==> src/design/diag_params.svh <==
// offsets, field positions, reset values, thresholds and timing of the diagnostic flag block
`ifndef DIAG_PARAMS_SVH
`define DIAG_PARAMS_SVH

// ==========================================================================
// register offsets
`define OFS_STATUS_CONTROL   8'h6e
`define OFS_ALARM_FLAGS_HI   8'h70
`define OFS_ALARM_FLAGS_LO   8'h71
`define OFS_WARNING_FLAGS_HI 8'h74
`define OFS_WARNING_FLAGS_LO 8'h75

// ==========================================================================
// status_control field positions
`define SC_TXDIS_STATE_BIT   7
`define SC_SOFT_TXDIS_BIT    6
`define SC_LOS_STATE_BIT     1
`define SC_NOT_READY_BIT     0

// ==========================================================================
// reset and idle values
`define SOFT_TXDIS_RESET     1'b0
`define FLAGS_RESET          8'h00
`define RESERVED_READ        8'h00
`define RDATA_RESET          8'h00

// ==========================================================================
// temperature: signed, 1/256 degree per lsb
`define TEMP_LSB_PER_C       256
`define TEMP_HI_ALARM_C      85
`define TEMP_LO_ALARM_C      (-40)
`define TEMP_HI_WARN_C       80
`define TEMP_LO_WARN_C       (-35)
`define TEMP_RAW(c)          16'((c) * `TEMP_LSB_PER_C)

// supply: 100 uV per lsb, so ten counts per millivolt
`define VCC_CNT_PER_MV       10
`define VCC_HI_ALARM_MV      3600
`define VCC_LO_ALARM_MV      3000
`define VCC_HI_WARN_MV       3500
`define VCC_LO_WARN_MV       3100
`define VCC_RAW(mv)          16'((mv) * `VCC_CNT_PER_MV)

// led bias: 2 uA per lsb (120, 10, 110, 15 mA)
`define BIAS_HI_ALARM        16'hea60
`define BIAS_LO_ALARM        16'h1388
`define BIAS_HI_WARN         16'hd6d8
`define BIAS_LO_WARN         16'h1d4c

// optical power: 0.1 uW per lsb (tx -11/-23/-12/-22 dBm, rx -11/-33/-12/-32 dBm)
`define TXPWR_HI_ALARM       16'h031a
`define TXPWR_LO_ALARM       16'h0032
`define TXPWR_HI_WARN        16'h0277
`define TXPWR_LO_WARN        16'h003f
`define RXPWR_HI_ALARM       16'h031a
`define RXPWR_LO_ALARM       16'h0005
`define RXPWR_HI_WARN        16'h0277
`define RXPWR_LO_WARN        16'h0006

// ==========================================================================
// timing
`define CLK_PERIOD_NS        5
`define REFRESH_PERIOD_NS    1000
`define REFRESH_CYCLES       ((`REFRESH_PERIOD_NS) / (`CLK_PERIOD_NS))
`define REFRESH_CNT_W        8

`endif

==> src/design/diag_pkg.sv <==
// types shared by the diagnostic flag block
`include "diag_params.svh"
package diag_pkg;

  // ==========================================================================
  // readiness of the monitored values
  typedef enum logic [1:0] {
    RDY_OFF,
    RDY_SETTLE,
    RDY_ON
  } ready_e;

  // ==========================================================================
  // state of the refresh divider
  typedef struct packed {
    logic [`REFRESH_CNT_W-1:0] cnt;
    logic                      tick;
  } div_state_s;

  // ==========================================================================
  // state of the top block
  typedef struct packed {
    ready_e     rdy;
    logic       soft_txdis;
    logic       tx_disable;
    logic       rx_lost;
    logic       not_ready;
    logic [7:0] alarm_hi;
    logic [7:0] alarm_lo;
    logic [7:0] warn_hi;
    logic [7:0] warn_lo;
    logic [7:0] rdata;
    logic       rvalid;
  } diag_state_s;

endpackage

==> src/design/refresh_divider.sv <==
// one-cycle refresh enable pulse from a free running counter
`timescale 1ns/1ps
`include "diag_params.svh"
module refresh_divider
  import diag_pkg::*;
(
  // clock and reset
  input  wire logic sys_clk,
  input  wire logic reset_n,
  // enable pulse
  output wire logic tick
);

  div_state_s s_q;
  div_state_s s_d;

  localparam logic [`REFRESH_CNT_W-1:0] LAST = `REFRESH_CNT_W'(`REFRESH_CYCLES - 1);

  always_comb begin
    s_d      = s_q;
    s_d.tick = 1'b0;
    if (s_q.cnt == LAST) begin
      s_d.cnt  = '0;
      s_d.tick = 1'b1;
    end else begin
      s_d.cnt = s_q.cnt + `REFRESH_CNT_W'(1);
    end
  end

  always_ff @(posedge sys_clk or negedge reset_n) begin
    if (!reset_n) begin
      s_q <= '0;
    end else begin
      s_q <= s_d;
    end
  end

  assign tick = s_q.tick;

endmodule

==> src/design/threshold_compare.sv <==
// four-way comparison of one monitored value against its alarm and warning limits
`timescale 1ns/1ps
module threshold_compare #(
  parameter bit          IS_SIGNED = 1'b0,
  parameter logic [15:0] HI_ALARM  = 16'hffff,
  parameter logic [15:0] LO_ALARM  = 16'h0000,
  parameter logic [15:0] HI_WARN   = 16'hffff,
  parameter logic [15:0] LO_WARN   = 16'h0000
) (
  // live value
  input  wire logic [15:0] value,
  // comparison results
  output wire logic        hi_alarm,
  output wire logic        lo_alarm,
  output wire logic        hi_warn,
  output wire logic        lo_warn
);

  // flipping the sign bit turns a signed compare into an unsigned one
  logic [15:0] v;
  logic [15:0] ha;
  logic [15:0] la;
  logic [15:0] hw;
  logic [15:0] lw;
  logic [15:0] bias;

  assign bias     = IS_SIGNED ? 16'h8000 : 16'h0000;
  assign v        = value ^ bias;
  assign ha       = HI_ALARM ^ bias;
  assign la       = LO_ALARM ^ bias;
  assign hw       = HI_WARN ^ bias;
  assign lw       = LO_WARN ^ bias;
  assign hi_alarm = v > ha;
  assign lo_alarm = v < la;
  assign hi_warn  = v > hw;
  assign lo_warn  = v < lw;

endmodule

==> src/design/diag_status_alarm_flags.sv <==
// status/control byte and alarm and warning flag bytes of the diagnostic monitor
//
// Summary of operation
// status bit mirrors signal-lost pin level
// not-ready bit low once values valid
// host reads and writes soft transmit disable
// read-only bit shows transmit disable state
// alarm byte one: temperature high/low flags
// alarm byte one: supply voltage high/low flags
// alarm byte one: led bias high/low flags
// alarm byte one: tx power high/low flags
// alarm byte two: rx power, rest reserved
// warning byte one: temperature high/low flags
// warning byte one: supply high/low flags
// warning byte one: led bias high/low flags
// warning byte one: tx power high/low flags
// warning byte two: rx power, rest reserved
// fixed factory temperature and supply limits
// temperature is signed, 1/256 degree lsb
// flags refreshed by repeated live comparisons
// host reads bytes, ignores reserved bits
`timescale 1ns/1ps
`include "diag_params.svh"
module diag_status_alarm_flags
  import diag_pkg::*;
(
  // clock and reset
  input  wire logic        sys_clk,
  input  wire logic        reset_n,
  // byte register port
  input  wire logic [7:0]  reg_addr,
  input  wire logic        reg_rd,
  input  wire logic        reg_wr,
  input  wire logic [7:0]  reg_wdata,
  output wire logic [7:0]  reg_rdata_q,
  output wire logic        reg_rvalid_q,
  // pins
  input  wire logic        rx_signal_lost,
  input  wire logic        tx_disable_pin,
  output wire logic        tx_disable_q,
  // monitored values
  input  wire logic        mon_valid,
  input  wire logic [15:0] mon_temp,
  input  wire logic [15:0] mon_vcc,
  input  wire logic [15:0] mon_bias,
  input  wire logic [15:0] mon_txpwr,
  input  wire logic [15:0] mon_rxpwr,
  // readiness
  output wire logic        data_not_ready_q
);

  // ==========================================================================
  // refresh pacing
  logic tick;

  refresh_divider u_div (
    .sys_clk (sys_clk),
    .reset_n (reset_n),
    .tick    (tick)
  );

  // ==========================================================================
  // comparators, one per monitored quantity
  logic t_ha;
  logic t_la;
  logic t_hw;
  logic t_lw;
  logic v_ha;
  logic v_la;
  logic v_hw;
  logic v_lw;
  logic b_ha;
  logic b_la;
  logic b_hw;
  logic b_lw;
  logic tp_ha;
  logic tp_la;
  logic tp_hw;
  logic tp_lw;
  logic rp_ha;
  logic rp_la;
  logic rp_hw;
  logic rp_lw;

  // temperature compares as signed two's complement
  threshold_compare #(
    .IS_SIGNED (1'b1),
    .HI_ALARM  (`TEMP_RAW(`TEMP_HI_ALARM_C)),
    .LO_ALARM  (`TEMP_RAW(`TEMP_LO_ALARM_C)),
    .HI_WARN   (`TEMP_RAW(`TEMP_HI_WARN_C)),
    .LO_WARN   (`TEMP_RAW(`TEMP_LO_WARN_C))
  ) u_cmp_temp (
    .value    (mon_temp),
    .hi_alarm (t_ha),
    .lo_alarm (t_la),
    .hi_warn  (t_hw),
    .lo_warn  (t_lw)
  );

  threshold_compare #(
    .IS_SIGNED (1'b0),
    .HI_ALARM  (`VCC_RAW(`VCC_HI_ALARM_MV)),
    .LO_ALARM  (`VCC_RAW(`VCC_LO_ALARM_MV)),
    .HI_WARN   (`VCC_RAW(`VCC_HI_WARN_MV)),
    .LO_WARN   (`VCC_RAW(`VCC_LO_WARN_MV))
  ) u_cmp_vcc (
    .value    (mon_vcc),
    .hi_alarm (v_ha),
    .lo_alarm (v_la),
    .hi_warn  (v_hw),
    .lo_warn  (v_lw)
  );

  threshold_compare #(
    .IS_SIGNED (1'b0),
    .HI_ALARM  (`BIAS_HI_ALARM),
    .LO_ALARM  (`BIAS_LO_ALARM),
    .HI_WARN   (`BIAS_HI_WARN),
    .LO_WARN   (`BIAS_LO_WARN)
  ) u_cmp_bias (
    .value    (mon_bias),
    .hi_alarm (b_ha),
    .lo_alarm (b_la),
    .hi_warn  (b_hw),
    .lo_warn  (b_lw)
  );

  threshold_compare #(
    .IS_SIGNED (1'b0),
    .HI_ALARM  (`TXPWR_HI_ALARM),
    .LO_ALARM  (`TXPWR_LO_ALARM),
    .HI_WARN   (`TXPWR_HI_WARN),
    .LO_WARN   (`TXPWR_LO_WARN)
  ) u_cmp_txpwr (
    .value    (mon_txpwr),
    .hi_alarm (tp_ha),
    .lo_alarm (tp_la),
    .hi_warn  (tp_hw),
    .lo_warn  (tp_lw)
  );

  threshold_compare #(
    .IS_SIGNED (1'b0),
    .HI_ALARM  (`RXPWR_HI_ALARM),
    .LO_ALARM  (`RXPWR_LO_ALARM),
    .HI_WARN   (`RXPWR_HI_WARN),
    .LO_WARN   (`RXPWR_LO_WARN)
  ) u_cmp_rxpwr (
    .value    (mon_rxpwr),
    .hi_alarm (rp_ha),
    .lo_alarm (rp_la),
    .hi_warn  (rp_hw),
    .lo_warn  (rp_lw)
  );

  // ==========================================================================
  // flag bytes assembled from the comparators
  logic [7:0] alarm_hi_live;
  logic [7:0] alarm_lo_live;
  logic [7:0] warn_hi_live;
  logic [7:0] warn_lo_live;

  assign alarm_hi_live = {t_ha, t_la,
                          v_ha, v_la,
                          b_ha, b_la,
                          tp_ha, tp_la};
  assign alarm_lo_live = {rp_ha, rp_la, 6'b00_0000};
  assign warn_hi_live  = {t_hw, t_lw,
                          v_hw, v_lw,
                          b_hw, b_lw,
                          tp_hw, tp_lw};
  assign warn_lo_live  = {rp_hw, rp_lw, 6'b00_0000};

  // ==========================================================================
  // state
  diag_state_s s_q;
  diag_state_s s_d;

  logic [7:0] status_byte;

  // status byte as seen by the host; reserved bits read zero
  always_comb begin
    status_byte                        = `RESERVED_READ;
    status_byte[`SC_TXDIS_STATE_BIT]   = s_q.tx_disable;
    status_byte[`SC_SOFT_TXDIS_BIT]    = s_q.soft_txdis;
    status_byte[`SC_LOS_STATE_BIT]     = s_q.rx_lost;
    status_byte[`SC_NOT_READY_BIT]     = s_q.not_ready;
  end

  always_comb begin
    s_d        = s_q;
    s_d.rvalid = 1'b0;

    // pin level captured every cycle, so the bit follows the pin
    s_d.rx_lost = rx_signal_lost;

    // only the soft disable bit is writable; other bits and bytes ignore writes
    if (reg_wr && (reg_addr == `OFS_STATUS_CONTROL)) begin
      s_d.soft_txdis = reg_wdata[`SC_SOFT_TXDIS_BIT];
    end

    // effective disable: either the pin or the soft bit turns the transmitter off
    s_d.tx_disable = s_d.soft_txdis | tx_disable_pin;

    // readiness and flag refresh
    case (s_q.rdy)
      RDY_OFF: begin
        s_d.alarm_hi = `FLAGS_RESET;
        s_d.alarm_lo = `FLAGS_RESET;
        s_d.warn_hi  = `FLAGS_RESET;
        s_d.warn_lo  = `FLAGS_RESET;
        if (mon_valid) begin
          s_d.rdy = RDY_SETTLE;
        end
      end
      RDY_SETTLE: begin
        // wait for one full comparison pass before claiming ready
        if (!mon_valid) begin
          s_d.rdy = RDY_OFF;
        end else if (tick) begin
          s_d.alarm_hi = alarm_hi_live;
          s_d.alarm_lo = alarm_lo_live;
          s_d.warn_hi  = warn_hi_live;
          s_d.warn_lo  = warn_lo_live;
          s_d.rdy      = RDY_ON;
        end
      end
      RDY_ON: begin
        if (!mon_valid) begin
          s_d.rdy      = RDY_OFF;
          s_d.alarm_hi = `FLAGS_RESET;
          s_d.alarm_lo = `FLAGS_RESET;
          s_d.warn_hi  = `FLAGS_RESET;
          s_d.warn_lo  = `FLAGS_RESET;
        end else if (tick) begin
          // flags follow live conditions, they are not sticky
          s_d.alarm_hi = alarm_hi_live;
          s_d.alarm_lo = alarm_lo_live;
          s_d.warn_hi  = warn_hi_live;
          s_d.warn_lo  = warn_lo_live;
        end
      end
      default: begin
        s_d.rdy = RDY_OFF;
      end
    endcase

    s_d.not_ready = (s_d.rdy != RDY_ON);

    // read answer one cycle after the strobe; unmapped bytes read zero
    if (reg_rd) begin
      s_d.rvalid = 1'b1;
      case (reg_addr)
        `OFS_STATUS_CONTROL:   s_d.rdata = status_byte;
        `OFS_ALARM_FLAGS_HI:   s_d.rdata = s_q.alarm_hi;
        `OFS_ALARM_FLAGS_LO:   s_d.rdata = s_q.alarm_lo;
        `OFS_WARNING_FLAGS_HI: s_d.rdata = s_q.warn_hi;
        `OFS_WARNING_FLAGS_LO: s_d.rdata = s_q.warn_lo;
        default:               s_d.rdata = `RESERVED_READ;
      endcase
    end
  end

  // ==========================================================================
  // registers
  always_ff @(posedge sys_clk or negedge reset_n) begin
    if (!reset_n) begin
      s_q            <= '0;
      s_q.rdy        <= RDY_OFF;
      s_q.soft_txdis <= `SOFT_TXDIS_RESET;
      s_q.tx_disable <= `SOFT_TXDIS_RESET;
      s_q.not_ready  <= 1'b1;
      s_q.alarm_hi   <= `FLAGS_RESET;
      s_q.alarm_lo   <= `FLAGS_RESET;
      s_q.warn_hi    <= `FLAGS_RESET;
      s_q.warn_lo    <= `FLAGS_RESET;
      s_q.rdata      <= `RDATA_RESET;
    end else begin
      s_q <= s_d;
    end
  end

  // ==========================================================================
  // outputs
  assign reg_rdata_q      = s_q.rdata;
  assign reg_rvalid_q     = s_q.rvalid;
  assign tx_disable_q     = s_q.tx_disable;
  assign data_not_ready_q = s_q.not_ready;

endmodule

==> config.mk <==
export PLATFORM = sky130hd
export DESIGN_NAME = diag_status_alarm_flags
export DESIGN_NICKNAME = d
export VERILOG_FILES = /design/src/design/diag_pkg.sv /design/src/design/refresh_divider.sv /design/src/design/threshold_compare.sv /design/src/design/diag_status_alarm_flags.sv
export VERILOG_INCLUDE_DIRS = /design/src /design/src/design
export SDC_FILE = /design/constraint.sdc
export NUM_CORES = 1
export LEC_CHECK = 0
export ABC_AREA = 1
export BUFFER_PORTS_ARGS = -buffer_cell sky130_fd_sc_hd__buf_2
export CAP_MARGIN = 20
export CORE_MARGIN = 3
export CORE_UTILIZATION = 48
export CTS_CLUSTER_DIAMETER = 80
export CTS_CLUSTER_SIZE = 28
export DETAILED_ROUTE_END_ITERATION = 16
export PLACE_DENSITY_LB_ADDON = 0.08
export SYNTH_ARGS = -nofsm -noshare
export SYNTH_HDL_FRONTEND = slang
export SYNTH_HIERARCHICAL = 1
export SYNTH_SLANG_ARGS = --single-unit
==> constraint.sdc <==
create_clock -name sys_clk -period 1.4 [get_ports sys_clk]
set_input_delay 0.07 -clock sys_clk [delete_from_list [all_inputs] [get_ports sys_clk]]
set_output_delay 0.07 -clock sys_clk [all_outputs]
set_load 0.05 [all_outputs]
**Word level (Yosys, flattened, before mapping)**

Cells that the tools add are included.

- Register bits after elaboration: 56
- Latch bits: 0
- Bits in writable memories: 0
- Bits in read-only memories: 0
- Input port bits: 103
- Output and inout port bits: 11
- Word-level logic and storage cells: 64
- Memories: 0

- $add $sub $neg: 1
- Multiply operators: 0
- Divide/modulo/power cells: 0
- $lt $le $gt $ge: 20
- Equality and inequality tests: 10
- Shift-type cells: 0
- Mux-type cells: 14
- Bitwise operators: 2
- Reduce and logical (&&, ||, !) cells: 4

Operators with widths:

| kind | count |
|---|---|
| $gt 16x16->1 const B | 6 |
| $mux 32 | 3 |
| $pmux 32 s3 | 1 |
| $gt 16x10->1 const B | 4 |
| $lt 16x15->1 const B | 4 |
| $eq 8x7->1 const B | 5 |
| $pmux 8 s5 | 1 |
| $lt 16x13->1 const B | 2 |
| $lt 16x3->1 const B | 2 |
| $lt 16x6->1 const B | 2 |
| $add 8x1->8 const B | 1 |
| $eq 8x8->1 const B | 1 |
| $mux 2 | 4 |
| $mux 8 | 1 |
| $pmux 2 s3 | 1 |
| $ne 2x2->1 const B | 2 |
| $mux 1 | 3 |
| $reduce_bool 3->1 | 1 |
| $eq 2x1->1 const B | 1 |
| $eq 2x2->1 const B | 1 |
| $logic_not 2->1 | 1 |
| $reduce_and 2->1 | 1 |
| $logic_and 1x1->1 | 1 |
| $not 1->1 | 1 |
| $or 1x1->1 | 1 |

**Depth between registers and ports, before layout**

- Depth in word-level cells: 5
- Mapped depth: 9
- Mapped depth without buffers: 9

**By module**

The synthesis kept the hierarchy.

By module, submodules not included:

| module | instances | cells an instance | area an instance (um^2) | seq. area each (um^2) |
|---|---|---|---|---|
| diag_status_alarm_flags | 1 | 283 | 2358.5 | 1177.4 |
| refresh_divider | 1 | 49 | 406.6 | 225.2 |
| threshold_compare (u_cmp_vcc) | 1 | 66 | 301.5 | 0.0 |
| threshold_compare (u_cmp_bias) | 1 | 68 | 291.5 | 0.0 |
| threshold_compare (u_cmp_temp) | 1 | 41 | 182.7 | 0.0 |
| threshold_compare (u_cmp_rxpwr) | 1 | 41 | 177.7 | 0.0 |
| threshold_compare (u_cmp_txpwr) | 1 | 36 | 158.9 | 0.0 |

**Worst setup path before layout**

OpenSTA, ideal clock, no wires.

- Path kind: flip-flop to flip-flop
- Start: register s_q[45] in the netlist's numbering
- End: register s_q[33] in the netlist's numbering
- Arrival time: 1.265 ns
- Path slack: 0.015 ns
- Cell stages (with the launch flop): 9
- Path buffers: 1
- Period minus slack after synthesis: 1.385 ns
- Cell sequence: dfrtp_1 > inv_1 > ha_1 > a21boi_2 > nand2_1 > nand2_2 > buf_4 > nand2_1 > o21ai_1

- Word-level cells in the longest chain between the ends: 3
- Elaborated cells on any way between the ends: 7

RTL lines:

| element | line | source |
|---|---|---|
| start, declared | diag_status_alarm_flags.sv:176 | `diag_state_s s_q;` |
| $eq 2x1->1 (tied with other cells) | diag_status_alarm_flags.sv:206 | `case (s_q.rdy)` |
| $ne 2x2->1 (no source line) / $reduce_bool 3->1 (equally long branches) | -- |  |
| $reduce_and 2->1 (no source line) | -- |  |

Several ways; a longest one is shown, not always the timed one.
A chain may end at the register's enable or synchronous reset.

**Worst setup path in the final report**

- Start: register s_q[45] in the netlist's numbering
- End: register s_q[18] in the netlist's numbering

The elaborated chain is that of the path after synthesis.

==> impl_summary.log <==
INFO  metric worst_ep_arrival_time = 1710 ps
INFO  metric cts_max_level = 2
INFO  metric worst_margin_pin_slew = 483 ps
INFO  metric power.static_leakage = 0.00254 uW
INFO  metric ys_warn_count = 6
INFO  metric initial_standard_cell_utilization_of_the_core = 0.499
INFO  metric globalplace.congestion = 0.895
INFO  metric die_area = 0.00919 sq mm
INFO  metric min_period = 1480 ps
INFO  metric hpwl = 6.91 mm
INFO  metric clock_sink_count = 56
INFO  metric drt_iter0_markers = 175
INFO  metric clock-root-buffer = sky130_fd_sc_hd__clkbuf_8
INFO  metric timing.setup.critical_path_class = flop to flop
INFO  metric detail_route.first_pass.iterations = 4
INFO  metric multi_input_comb_area = 0.00200 sq mm
INFO  metric final_nets = 804
INFO  metric outcome = finished with violations
INFO  metric synth_area = 0.00388 sq mm
INFO  metric numPortBuffers = 106
INFO  metric placeable_core_region = 0.00777 sq mm
INFO  metric synth.lib_cells_used.distinct = 34
INFO  metric synth_seq_cells = 56
INFO  metric area.growth.synth_to_final = 22.4%
INFO  metric delay_heaviest_family_cp = flip-flops
INFO  metric design.portCount = 114
INFO  metric grt_setup_unrepaired = yes
INFO  metric reg2reg_slack = -80 ps
INFO  metric total_drc_errors_in_the_routed_layout = 0
INFO  metric gr-usage-all-layers = 0.196
INFO  metric timing_max_transition_violations_final = 0
INFO  metric cts_tree = done
INFO  metric drtAntennaViolNets = 0
INFO  metric total_power = 3930 uW
INFO  metric worst_setup_path_start_kind = flop
INFO  metric fmax = 0.674 GHz
INFO  metric layout_setup_ws = -82.6 ps
INFO  metric cts_inserted_buffers = 5
INFO  metric fp.dieW = 95.9 um
INFO  metric synth_top_cell_by_area = sky130_fd_sc_hd__dfrtp_1
INFO  metric power_per_cell_area = 828 mW/mm^2
INFO  metric average_cell_area_after_synthesis = 6.64 sq um
INFO  metric cap_viol_max_count = 0
INFO  metric gr-total-overflow = 0
INFO  metric finalCoreUtilization = 0.611
INFO  metric antenna_diode_count = 0
INFO  metric dieHeight = 95.9 um
INFO  metric report.final.hold_viol_count = 0
INFO  metric grt_max_degree = 33
INFO  metric fillCellCount = 782
INFO  metric delay_of_the_slowest_cell_on_the_worst_path = 410 ps
INFO  metric yosys_most_used_dff = sky130_fd_sc_hd__dfrtp_1
INFO  metric biggest_area_contributors_in_the_synthesized_netlist = sky130_fd_sc_hd__dfrtp_1 35%, sky130_fd_sc_hd__nand2_1 13%, sky130_fd_sc_hd__inv_1 8.7%
INFO  metric syn-num-nets = 693
INFO  metric fin_crit_sh = 1.06
INFO  metric synth_seq_area_share = 0.362
INFO  metric maxSlewHeadroom = 0.678
INFO  metric clkSlewWorstSetupHoldPaths = 100 ps
INFO  metric core.rowCount = 32
INFO  metric placement.setup.worst_slack = -89.0 ps
INFO  metric yosys.area.top_type_share = 0.355
INFO  metric clock_latency = 310 ps
INFO  metric grt_first_pass_wirelength = 14.7 mm
INFO  metric worst_clock_skew = 10.1 ps
INFO  metric synth_cells = 584
INFO  metric final_report_setup_violation_count = 31
INFO  metric hp-start = reg_rd
INFO  metric critPathCaptureType = flop
INFO  metric hold_class = input port to flop
INFO  metric timing.critical_path.from = s_q[45]$_DFF_PN0_
INFO  metric failed_checks = setup timing
INFO  metric totalWireLength = 8.83 mm
INFO  metric critical_path.max_fanout = 20
INFO  metric clockBufferDepth = 2
INFO  metric final_layout_size_suffix_gt1_frac = 0.267
INFO  metric path_buf_inv = 2
INFO  metric ir_worst_vdd = 0.440 mV
INFO  metric critical_path.cell_chain = buf_4 -> ha_1 -> a21oi_2 -> nand3_1 -> buf_12 -> o21ai_1
INFO  metric routed_wire_length_per_instance = 11.1 um
INFO  metric vias_in_the_first_global_route = 3598
INFO  metric number_of_enable_type_register_cells_in_the_synthesized_netlist = 0
INFO  metric critPathRequiredTime = 1630 ps
INFO  metric detail_route.vias_per_cell = 4.84
INFO  metric register_area = 0.00140 sq mm
INFO  metric route.vias.total = 3861
INFO  metric antenna_found_initial = 0
INFO  metric r2r-start = s_q[45]$_DFF_PN0_
INFO  metric cpMaxStageDelayCell = sky130_fd_sc_hd__dfrtp_1
INFO  metric postSynth.asyncResetShare = 1.00
## worst reg2reg max path, delay by kind of cell, from the launching register on
family / cells / cell delay (ps)
buffers and inverters: 2 / 340
adder cells (fa/ha/maj): 1 / 200
AO/OA/AOI/OAI: 2 / 310
flip-flops: 1 / 410
AND/OR/NAND/NOR: 1 / 150
## cells in the final DEF, fill, tap and decap left out, types with 8 or more instances in the layout
master                    synthesis  layout
sky130_fd_sc_hd__nand3_1         60      60
sky130_fd_sc_hd__buf_2            2     106
sky130_fd_sc_hd__dfrtp_1         55      55
sky130_fd_sc_hd__o21ai_1         24      24
sky130_fd_sc_hd__nor2_4           8       8
sky130_fd_sc_hd__o21ai_0         12      12
sky130_fd_sc_hd__nor2_2          23      24
sky130_fd_sc_hd__nand2_2          8       8
sky130_fd_sc_hd__inv_1           90      88
sky130_fd_sc_hd__nand4_1          8       8
sky130_fd_sc_hd__nand2_1        135     134
sky130_fd_sc_hd__a21oi_1         12      12
sky130_fd_sc_hd__inv_2           11      12
sky130_fd_sc_hd__nor2_1          89      88
## repair_timing
| item | 4_1_cts | 5_1_grt |
|---|---|---|
| setup buffers | 1 | 1 |
| hold endpoints to repair | 21 | 0 |
| setup endpoints to repair | 32 | 34 |
| cloned | 0 | 1 |
| gates resized for setup | 2 | 7 |
| pin swaps | 0 | 1 |
| hold buffers | 5 | 0 |
## worst paths after layout
kind | to | cells past startpoint
max in group asynchronous | reg_rdata_q[3]$_DFFE_PN0P_ | 3
min | reg_rvalid_q$_DFF_PN0_ | 1
min in group asynchronous | s_q[26]$_DFFE_PN0P_ | 2
max reg2reg | s_q[18]$_DFFE_PN0P_ | 6
max | s_q[18]$_DFFE_PN0P_ | 6
min reg2reg | reg_rdata_q[5]$_DFFE_PN0P_ | 2
## cell families after synthesis
family | after synthesis | share of synthesized area
flops | 56 | 0.362
simple gates | 342 | 0.399
compound gates | 60 | 0.0855
xor+xnor | 2 | 0.00452
buf+inv | 118 | 0.129
fa+ha+maj | 6 | 0.0194
## cell usage after synthesis (2+ instances only)
cell type and count:
sky130_fd_sc_hd__a21oi_1 12, sky130_fd_sc_hd__a31oi_1 3, sky130_fd_sc_hd__and3_1 2, sky130_fd_sc_hd__buf_2 2, sky130_fd_sc_hd__buf_4 13, sky130_fd_sc_hd__dfrtp_1 55, sky130_fd_sc_hd__ha_1 6, sky130_fd_sc_hd__inv_1 90
sky130_fd_sc_hd__inv_2 11, sky130_fd_sc_hd__nand2_1 135, sky130_fd_sc_hd__nand2_2 8, sky130_fd_sc_hd__nand3_1 60, sky130_fd_sc_hd__nand4_1 8, sky130_fd_sc_hd__nor2_1 89, sky130_fd_sc_hd__nor2_2 23, sky130_fd_sc_hd__nor2_4 8
sky130_fd_sc_hd__nor3_1 5, sky130_fd_sc_hd__o211ai_1 2, sky130_fd_sc_hd__o21ai_0 12, sky130_fd_sc_hd__o21ai_1 24, sky130_fd_sc_hd__o21bai_1 2, sky130_fd_sc_hd__xor2_1 2
## registers in the layout (all words and copies together), names as in the netlist
signal,flops
data_not_ready_q,1
reg_rvalid_q,1
reg_rdata_q,8
tx_disable_q,1
s_q,36
u_div/s_q,8
u_div/tick,1
## where the power goes
| part | leakage, uW | internal (uW) | switching [uW] |
|---|---|---|---|
| Combinational | 0.00174 | 496 | 728 |
| Clock | 0.0000541 | 530 | 511 |
| Sequential | 0.000743 | 1650 | 20.4 |
| Total | 0.00254 | 2670 | 1260 |
## layer usage
metal,share of wire,vias up,track usage
met3,0.049,6,0.0242
met5,0,-,0
met1,0.43,1724,0.254
li1,-,2032,-
met2,0.51,99,0.348
met4,0.0079,0,0.0427
## through the flow
| step | cell area [sq um] | TNS, ps | hold slack (ps) | cells |
|---|---|---|---|---|
| 2_1_floorplan | 3880 | 0 | -226 | 584 |
| 3_3_place_gp | 4520 | -527 | 65.8 | 782 |
| 3_5_place_dp | 4520 | -2250 | 62.6 | 782 |
| 4_1_cts | 4690 | -1290 | 9.97 | 796 |
| 5_1_grt | 4740 | -3960 | 8.99 | 798 |
| 6_report | 4740 | -1540 | 18.6 | 798 |
## final cells by class
cell class | instances | share of cell area
tap | 102 | 0.0269
clock buffer | 5 | 0.0145
multi-input combinational | 410 | 0.421
sequential | 56 | 0.296
timing repair buffer | 121 | 0.152
inverter | 101 | 0.0804
clock inverter | 3 | 0.00897
(Power assumes the default switching activity.)
